[src/rtl/spgc_consts.svh]
// register offsets, field positions, reset values and sector geometry of the pattern engine
`ifndef SPGC_CONSTS_SVH
`define SPGC_CONSTS_SVH
// ****************************************
// register offsets (byte addresses)
// ****************************************
`define SPGC_OFF_LBA_LO    8'h00
`define SPGC_OFF_LBA_HI    8'h04
`define SPGC_OFF_LEN       8'h08
`define SPGC_OFF_CMD       8'h0C
`define SPGC_OFF_PAT       8'h10
`define SPGC_OFF_STATUS    8'h14
`define SPGC_OFF_FAIL_LO   8'h18
`define SPGC_OFF_FAIL_HI   8'h1C
`define SPGC_OFF_EXP       8'h20
`define SPGC_OFF_RCV       8'h24
`define SPGC_OFF_WCNT      8'h28
// ****************************************
// field positions
// ****************************************
`define SPGC_CMD_WR_BIT    0
`define SPGC_CMD_RD_BIT    1
`define SPGC_STS_WR_BIT    0
`define SPGC_STS_RD_BIT    1
`define SPGC_STS_FAIL_BIT  2
// ****************************************
// reset values
// ****************************************
`define SPGC_LBA_RST       48'h0000_0000_0000
`define SPGC_LEN_RST       32'h0000_0000
`define SPGC_WORD_RST      32'h0000_0000
// ****************************************
// sector geometry: 128 words, 2 header words
// ****************************************
`define SPGC_WIDX_W        7
`define SPGC_LAST_WORD     7'h7F
`define SPGC_HDR_WORD0     7'h00
`define SPGC_HDR_WORD1     7'h01
`define SPGC_FIRST_DATA    7'h02
`endif

[src/rtl/spgc_pkg.sv]
// types shared by the sector pattern generator and checker
package spgc_pkg;
   // pattern select codes
   typedef enum logic [2:0]
   {
      SPGC_PAT_INC  = 3'h0,
      SPGC_PAT_DEC  = 3'h1,
      SPGC_PAT_ZERO = 3'h2,
      SPGC_PAT_ONE  = 3'h3,
      SPGC_PAT_LFSR = 3'h4
   } spgc_pat_t;

   // outbound fifo write port
   typedef struct packed
   {
      logic        wr;
      logic [31:0] data;
   } spgc_out_t;

   // record of the first verification failure
   typedef struct packed
   {
      logic [56:0] byte_addr;
      logic [31:0] expected;
      logic [31:0] received;
   } spgc_fail_t;
endpackage : spgc_pkg

[src/rtl/spgc_top.sv]
// sector pattern generator and checker with an apb register slave
`timescale 1ns/1ps
`include "spgc_consts.svh"

// Function
// - a one-cycle write start pulse sets write-transfer-active.
// - while active and outbound fifo not almost full, push one word per cycle.
// - almost full high drops the outbound write strobe until it clears.
// - word counter counts strobes; reaching end size ends the write transfer.
// - end size is derived from the transfer length given in sectors.
// - inbound read strobe is the inverse of the inbound fifo empty flag.
// - in read, each read strobe advances the word counter and expected pattern.
// - each sector is 64-bit header in words 0-1, pattern in words 2-127.
// - lba counter loads start address, feeds header, increments after each sector.
// - sector end is word counter at last word with an active strobe.
// - increment pattern joins low lba counter bits with the word counter.
// - decrement pattern is the bitwise inverse of the increment word.
// - lfsr seeded per sector with low lba word, polynomial x^31+x^21+x+1.
// - three-bit pattern select picks one of five patterns.
// - header goes into first two words of every sector, then pattern words.
// - on read the generated word is compared; any mismatch raises fail.
// - 32-bit data path, everything on the single core clock.
// - select codes 000 inc, 001 dec, 010 zeros, 011 ones, 100 lfsr.
// - on the first read failure after a start latch failing byte address, expected and received word.
module spgc_top #(
   parameter int LEN_W = 32
)(
   input  wire logic                i_core_clk,
   input  wire logic                i_rst,
   input  wire logic                i_psel,
   input  wire logic                i_penable,
   input  wire logic                i_pwrite,
   input  wire logic [7:0]          i_paddr,
   input  wire logic [31:0]         i_pwdata,
   output logic                     o_pready,
   output logic                     o_pslverr,
   output logic [31:0]              o_prdata,
   input  wire logic                i_out_afull,
   output spgc_pkg::spgc_out_t      o_out,
   input  wire logic                i_in_empty,
   input  wire logic [31:0]         i_in_data,
   output logic                     o_in_rd,
   output logic                     o_busy,
   output logic                     o_fail
);
   localparam int CW = LEN_W + `SPGC_WIDX_W;

   // ****************************************
   // apb slave
   // ****************************************
   logic                   pready_reg;
   logic                   pslverr_reg;
   logic [31:0]            prdata_reg;
   logic [47:0]            lba_start_reg;
   logic [LEN_W-1:0]       len_reg;
   spgc_pkg::spgc_pat_t    pat_reg;
   logic                   wr_start_reg;
   logic                   rd_start_reg;
   logic                   wr_active_reg;
   logic                   rd_active_reg;
   logic [CW-1:0]          end_size_reg;
   logic [CW-1:0]          word_cnt_reg;
   logic [47:0]            lba_cnt_reg;
   logic [31:0]            lfsr_reg;
   logic                   fail_reg;
   spgc_pkg::spgc_fail_t   fail_rec_reg;
   spgc_pkg::spgc_out_t    out_reg;
   logic                   access;
   logic                   wr_take;
   logic                   mapped;
   logic [31:0]            rd_mux;

   // register hit, used by both the write decode and the read mux
   function automatic logic hit(input logic [7:0] addr, input logic [7:0] off);
      hit = (addr == off);
   endfunction : hit

   assign access   = i_psel & i_penable;
   assign wr_take  = access & pready_reg & i_pwrite;
   assign mapped   = (i_paddr <= `SPGC_OFF_WCNT) & (i_paddr[1:0] == 2'h0);
   assign o_pready  = pready_reg;
   assign o_pslverr = pslverr_reg;
   assign o_prdata  = prdata_reg;

   // read mux; unmapped offsets read zero
   always_comb
   begin
      rd_mux = 32'h0000_0000;
      if (hit(i_paddr, `SPGC_OFF_LBA_LO))  rd_mux = lba_start_reg[31:0];
      if (hit(i_paddr, `SPGC_OFF_LBA_HI))  rd_mux = {16'h0000, lba_start_reg[47:32]};
      if (hit(i_paddr, `SPGC_OFF_LEN))     rd_mux = 32'(len_reg);
      if (hit(i_paddr, `SPGC_OFF_PAT))     rd_mux = {29'h0000_0000, pat_reg};
      if (hit(i_paddr, `SPGC_OFF_STATUS))
         rd_mux = {29'h0000_0000, fail_reg, rd_active_reg, wr_active_reg};
      if (hit(i_paddr, `SPGC_OFF_FAIL_LO)) rd_mux = fail_rec_reg.byte_addr[31:0];
      if (hit(i_paddr, `SPGC_OFF_FAIL_HI)) rd_mux = {7'h00, fail_rec_reg.byte_addr[56:32]};
      if (hit(i_paddr, `SPGC_OFF_EXP))     rd_mux = fail_rec_reg.expected;
      if (hit(i_paddr, `SPGC_OFF_RCV))     rd_mux = fail_rec_reg.received;
      if (hit(i_paddr, `SPGC_OFF_WCNT))    rd_mux = word_cnt_reg[31:0];
   end

   // one wait state so read data comes straight from a flop
   always_ff @(posedge i_core_clk or posedge i_rst)
   begin
      if (i_rst)
      begin
         pready_reg  <= 1'b0;
         pslverr_reg <= 1'b0;
         prdata_reg  <= `SPGC_WORD_RST;
      end
      else
      begin
         pready_reg  <= access & ~pready_reg;
         pslverr_reg <= access & ~pready_reg & ~mapped;
         prdata_reg  <= (access & ~pready_reg & ~i_pwrite) ? rd_mux : `SPGC_WORD_RST;
      end
   end

   // parameter registers and self-clearing command pulses
   always_ff @(posedge i_core_clk or posedge i_rst)
   begin
      if (i_rst)
      begin
         lba_start_reg <= `SPGC_LBA_RST;
         len_reg       <= LEN_W'(`SPGC_LEN_RST);
         pat_reg       <= spgc_pkg::SPGC_PAT_INC;
         wr_start_reg  <= 1'b0;
         rd_start_reg  <= 1'b0;
      end
      else
      begin
         wr_start_reg <= wr_take & hit(i_paddr, `SPGC_OFF_CMD) & i_pwdata[`SPGC_CMD_WR_BIT];
         rd_start_reg <= wr_take & hit(i_paddr, `SPGC_OFF_CMD) & i_pwdata[`SPGC_CMD_RD_BIT];
         if (wr_take & hit(i_paddr, `SPGC_OFF_LBA_LO)) lba_start_reg[31:0]  <= i_pwdata;
         if (wr_take & hit(i_paddr, `SPGC_OFF_LBA_HI)) lba_start_reg[47:32] <= i_pwdata[15:0];
         if (wr_take & hit(i_paddr, `SPGC_OFF_LEN))    len_reg <= i_pwdata[LEN_W-1:0];
         if (wr_take & hit(i_paddr, `SPGC_OFF_PAT))
            pat_reg <= spgc_pkg::spgc_pat_t'(i_pwdata[2:0]);
      end
   end

   // ****************************************
   // transfer control
   // ****************************************
   logic                   busy;
   logic                   wr_go;
   logic                   rd_go;
   logic                   wr_step;
   logic                   rd_step;
   logic                   step;
   logic                   last_step;
   logic                   sector_end;
   logic [6:0]             widx;
   logic [31:0]            gen_word;
   logic [31:0]            inc_word;

   // starts while busy or with zero length are dropped; write wins over read
   assign busy       = wr_active_reg | rd_active_reg;
   assign wr_go      = wr_start_reg & ~busy & (len_reg != '0);
   assign rd_go      = rd_start_reg & ~wr_start_reg & ~busy & (len_reg != '0);
   assign o_in_rd    = ~i_in_empty;
   assign wr_step    = wr_active_reg & ~i_out_afull;
   assign rd_step    = rd_active_reg & o_in_rd;
   assign step       = wr_step | rd_step;
   assign widx       = word_cnt_reg[6:0];
   assign last_step  = step & (word_cnt_reg + CW'(1) == end_size_reg);
   assign sector_end = step & (widx == `SPGC_LAST_WORD);
   assign o_out      = out_reg;
   assign o_busy     = busy;
   assign o_fail     = fail_reg;

   // active flags and end size; the fifo's almost-full slack absorbs the 1-cycle lag
   always_ff @(posedge i_core_clk or posedge i_rst)
   begin
      if (i_rst)
      begin
         wr_active_reg <= 1'b0;
         rd_active_reg <= 1'b0;
         end_size_reg  <= '0;
      end
      else
      begin
         if (wr_go | rd_go)
            end_size_reg <= {len_reg, 7'h00};
         if (wr_go)
            wr_active_reg <= 1'b1;
         else if (wr_step & last_step)
            wr_active_reg <= 1'b0;
         if (rd_go)
            rd_active_reg <= 1'b1;
         else if (rd_step & last_step)
            rd_active_reg <= 1'b0;
      end
   end

   // one lfsr step, x^31 + x^21 + x + 1
   function automatic logic [31:0] lfsr_next(input logic [31:0] s);
      lfsr_next = {s[30:0], s[30] ^ s[20] ^ s[0]};
   endfunction : lfsr_next

   // word, lba and lfsr counters
   always_ff @(posedge i_core_clk or posedge i_rst)
   begin
      if (i_rst)
      begin
         word_cnt_reg <= '0;
         lba_cnt_reg  <= `SPGC_LBA_RST;
         lfsr_reg     <= `SPGC_WORD_RST;
      end
      else if (wr_go | rd_go)
      begin
         word_cnt_reg <= '0;
         lba_cnt_reg  <= lba_start_reg;
         lfsr_reg     <= lba_start_reg[31:0];
      end
      else if (step)
      begin
         word_cnt_reg <= word_cnt_reg + CW'(1);
         if (sector_end)
         begin
            lba_cnt_reg <= lba_cnt_reg + 48'h0000_0000_0001;
            lfsr_reg    <= lba_cnt_reg[31:0] + 32'h0000_0001;
         end
         else if (widx != `SPGC_HDR_WORD0)
            lfsr_reg <= lfsr_next(lfsr_reg);
      end
   end

   // ****************************************
   // pattern engine
   // ****************************************
   assign inc_word = {lba_cnt_reg[24:0], widx};

   // header words first, then the selected pattern; lfsr stalls on a zero seed
   always_comb
   begin
      gen_word = 32'h0000_0000;
      unique case (widx)
         `SPGC_HDR_WORD0: gen_word = lba_cnt_reg[31:0];
         `SPGC_HDR_WORD1: gen_word = {16'h0000, lba_cnt_reg[47:32]};
         default:
         begin
            unique case (pat_reg)
               spgc_pkg::SPGC_PAT_INC:  gen_word = inc_word;
               spgc_pkg::SPGC_PAT_DEC:  gen_word = ~inc_word;
               spgc_pkg::SPGC_PAT_ZERO: gen_word = 32'h0000_0000;
               spgc_pkg::SPGC_PAT_ONE:  gen_word = 32'hFFFF_FFFF;
               spgc_pkg::SPGC_PAT_LFSR: gen_word = lfsr_reg;
               default:                 gen_word = 32'h0000_0000;
            endcase
         end
      endcase
   end

   // outbound word and strobe from flops
   always_ff @(posedge i_core_clk or posedge i_rst)
   begin
      if (i_rst)
         out_reg <= '0;
      else
      begin
         out_reg.wr <= wr_step;
         if (wr_step)
            out_reg.data <= gen_word;
      end
   end

   // checker: first mismatch recorded, flag sticky until next start
   always_ff @(posedge i_core_clk or posedge i_rst)
   begin
      if (i_rst)
      begin
         fail_reg     <= 1'b0;
         fail_rec_reg <= '0;
      end
      else if (wr_go | rd_go)
         fail_reg <= 1'b0;
      else if (rd_step & (i_in_data != gen_word))
      begin
         fail_reg <= 1'b1;
         if (!fail_reg)
         begin
            fail_rec_reg.byte_addr <= {lba_cnt_reg, widx, 2'h0};
            fail_rec_reg.expected  <= gen_word;
            fail_rec_reg.received  <= i_in_data;
         end
      end
   end
endmodule : spgc_top

[config.mk]
export PLATFORM = sky130hd
export DESIGN_NAME = spgc_top
export DESIGN_NICKNAME = d
export VERILOG_FILES = /design/src/rtl/spgc_pkg.sv /design/src/rtl/spgc_top.sv
export VERILOG_INCLUDE_DIRS = /design/src /design/src/rtl
export SDC_FILE = /design/constraint.sdc
export NUM_CORES = 1
export LEC_CHECK = 0
export BUFFER_PORTS_ARGS = -buffer_cell sky130_fd_sc_hd__buf_2
export CAP_MARGIN = 20
export CORE_ASPECT_RATIO = 1.1
export CORE_MARGIN = 4
export CORE_UTILIZATION = 35
export CTS_CLUSTER_DIAMETER = 30
export DETAILED_ROUTE_END_ITERATION = 12
export GPL_TIMING_DRIVEN = 0
export PLACE_DENSITY = 0.55
export SKIP_CTS_REPAIR_TIMING = 1
export SYNTH_ARGS = -nofsm -noshare
export SYNTH_HDL_FRONTEND = slang
export SYNTH_SLANG_ARGS = --single-unit
[constraint.sdc]
create_clock -name i_core_clk -period 19.19 [get_ports i_core_clk]
set_clock_uncertainty 0.05 [all_clocks]
set_input_delay 3.838 -clock i_core_clk [delete_from_list [all_inputs] [get_ports i_core_clk]]
set_output_delay 3.838 -clock i_core_clk [all_outputs]
set_load 0.1 [all_outputs]
==> results_dict.tcl <==
set metrics [dict create \
    outcome "finished, final reports clean" \
    synth_compound_area_share_pct 17.95 \
    worst_ir_drop_vdd_mv 0.07546 \
    p_leak_nw 12.98 \
    r2r-start "word_cnt_reg[0]$_DFFE_PP0P_" \
    clkTransAtPathRegs_ps 50 \
    track_usage_pct 30.53 \
    p_per_area_mw_per_mm2 130.6 \
    synthesis.nets 2393 \
    grt_pass1_vias 21050 \
    cts_num_sinks 425 \
    critPathRequiredTime_ps 15300 \
    die-width_um 250.7 \
    synth_edf_count 0 \
    synth_simple_gate_area_share_pct 14.46 \
    worst_path_most_repeated_cell "buf_2" \
    arrival_ps 4550 \
    finalWorstSetupSlack_ps 10750 \
    core-area_sq_mm 0.06396 \
    finalHoldViolations 0 \
    fp.dieH_um 274.9 \
    synth_mux_area_share_pct 11.90 \
    yosysSeqAreaShare_pct 46.91 \
    synth_top_family_by_area "compound AO/OA/AOI/OAI gates" \
    hold_class "flip-flop to flip-flop" \
    portBuffers 148 \
    crit_chain "buf_2, inv_1, buf_2" \
    htreeDepth 3 \
    startpoint "i_in_empty" \
    maxCapViolCount 0 \
    synth_top_area_share_pct 46.91 \
    synth_most_common_cell "dfrtp_1" \
    r2r-end "fail_rec_reg[33]$_DFFE_PP0P_" \
    synthXorXnorAreaFrac_pct 3.543 \
    place.gp.congestion 1.004 \
    dpl.hpwl_um 83450 \
    wl_per_cell_um 30.92 \
    worst_pin_slew_ps 1408 \
    via_per_inst 6.046 \
    numCtsBuffers 104 \
    synth.distinct_cells 85 \
    cp_slowest_cell "buf_2" \
    num_vias 21160 \
    endpoint_kind "output pin" \
    ys_ff_latch 425 \
    clock_latency_ps 670 \
    grt_pass1_wl_um 152700 \
    die_area_sq_mm 0.06891 \
    min_period_over_period_pct 43.96 \
    fmax_ghz 0.1185 \
    rrSetupSlack_ps 13680 \
    critPathMaxFanout 3 \
    antenna_found_initial 8 \
    cts_tree "built" \
    synth_ff_type "dfrtp_1" \
    drt_iter0_markers 2281 \
    firstDrtPassIters 6 \
    pin_count 149 \
    gr-total-overflow 0 \
    worstSetupPathType "primary input to output pin" \
    slew-limit-headroom_pct 6.159 \
    grt_setup_unrepaired "false" \
    grt_max_degree 126 \
    clk_path_buf_depth 3 \
    drc 0 \
    synthAdderAreaFrac_pct 0.2760 \
    nets 2653 \
    syn_area_sq_mm 0.02267 \
    yosys.area.top_type "dfrtp_1" \
    area_growth_pct 25.30 \
    drive_above_1_share_pct 19.22 \
    cp-endpoint "o_in_rd" \
    ant_nets 0 \
    worst_path_largest_cell_delay_ps 440 \
    synth_cells 2309 \
    start_kind "primary input" \
    place_ws_ps 10770 \
    setup_violations 0 \
    report.final.slew_viol_count 0 \
    synthTopCellsByArea "dfrtp_1 (47%), mux2_2 (5.2%), nand2_1 (4.8%)" \
    rows 97 \
    ys_warn_count 0 \
    hold_ws_ps 418.6 \
    largest_reg_flops 119 \
    initial_core_util_pct 35.44 \
    cts_root_buffer "clkbuf_16" \
    async_flop_share_pct 100.0 \
    drt-total-wl_um 108200 \
    reg2reg_depth 13 \
    synthTopCellsByCount "dfrtp_1 (425), nand2_1 (288), o21ai_0 (143), clkbuf_1 (133), nor2_1 (131)" \
    synth_area_per_cell_sq_um 9.818 \
    period_needed_ps 8436 \
]
## kinds of logic after synthesis
| logic type | after synthesis |
|---|---|
| AOI/OAI and AO/OA | 601 |
| and+or+nand+nor | 696 |
| muxes | 244 |
| DFF | 425 |
| xor gates and xnor gates | 90 |
| adders and majority gates | 5 |
| buffers and inverters | 248 |
## through the flow
stage                     util [%]  std cells  setup TNS [ps]  cell area, sq um  power (mW)
after detailed placement     38.43       3303               0             24580       1.802
after CTS                    44.39       3498               0             28390       3.699
after floorplan                  -       2309               0             22670       1.514
after global routing         44.40       3499               0             28400       3.800
after global placement       38.25       3298         -599880             24460       1.795
final                        44.41       3500               0             28400       3.709
## layout by cell type, fill, tap and decap left out, drive strengths merged, types with 33 or more instances in the layout
cell,count
nand3,53
buf,212
o21ai,147
inv,62
clkbuf,265
nor2b,33
mux2i,43
nor3,33
a21oi,86
o22ai,47
a31oi,59
nor2,133
xnor2,57
a22oi,97
dfrtp,425
mux2,201
nand2,288
## power breakdown
| part | internal (mW) | total (mW) | switching [mW] |
|---|---|---|---|
| clock network | 1.30 | 1.90 | 0.591 |
| registers | 0.956 | 1.02 | 0.0621 |
| logic | 0.186 | 0.795 | 0.609 |
## layout make-up
cell class / instances / area, sq um
Timing Repair Buffer: 154 / 847.1
Inverter: 56 / 217.7
Sequential cell: 425 / 10640
Multi-Input combinational cell: 1636 / 10930
Buffer: 192 / 913.4
Antenna cell: 1 / 2.502
Tap cell: 841 / 1052
Clock buffer: 131 / 2884
Clock inverter: 64 / 924.6
Fill cell: 6026 / 35560
## critical path: cells and delay by family
kind                   cells  cell delay [ps]
buffers and inverters      3              710
## layer usage
layer  global-route usage, %  wire length, um  vias to the layer above  share of wire (%)
li1                        -                -                     9008                  -
met1                   37.57            42130                    10690                 39
met2                   49.79            50410                     1167                 47
met3                   6.410             8616                      296                8.0
met4                   17.93             7064                        2                6.5
met5                       0               13                        -              0.012
## worst min-delay path by stage
stage / start / slack, ps / cells past startpoint / end
floorplan: fail_rec_reg[98]$_DFFE_PP0P_ / 410 / 1 / fail_rec_reg[98]$_DFFE_PP0P_
global placement: o_out[11]$_DFFE_PP0P_ / 410 / 2 / o_out[11]$_DFFE_PP0P_
detailed placement: o_out[15]$_DFFE_PP0P_ / 410 / 2 / o_out[15]$_DFFE_PP0P_
CTS: o_out[15]$_DFFE_PP0P_ / 420 / 2 / o_out[15]$_DFFE_PP0P_
global route: fail_rec_reg[79]$_DFFE_PP0P_ / 440 / 1 / fail_rec_reg[79]$_DFFE_PP0P_
finish: o_out[15]$_DFFE_PP0P_ / 420 / 2 / o_out[15]$_DFFE_PP0P_
No activity file was read; power rests on OpenSTA's default activity.
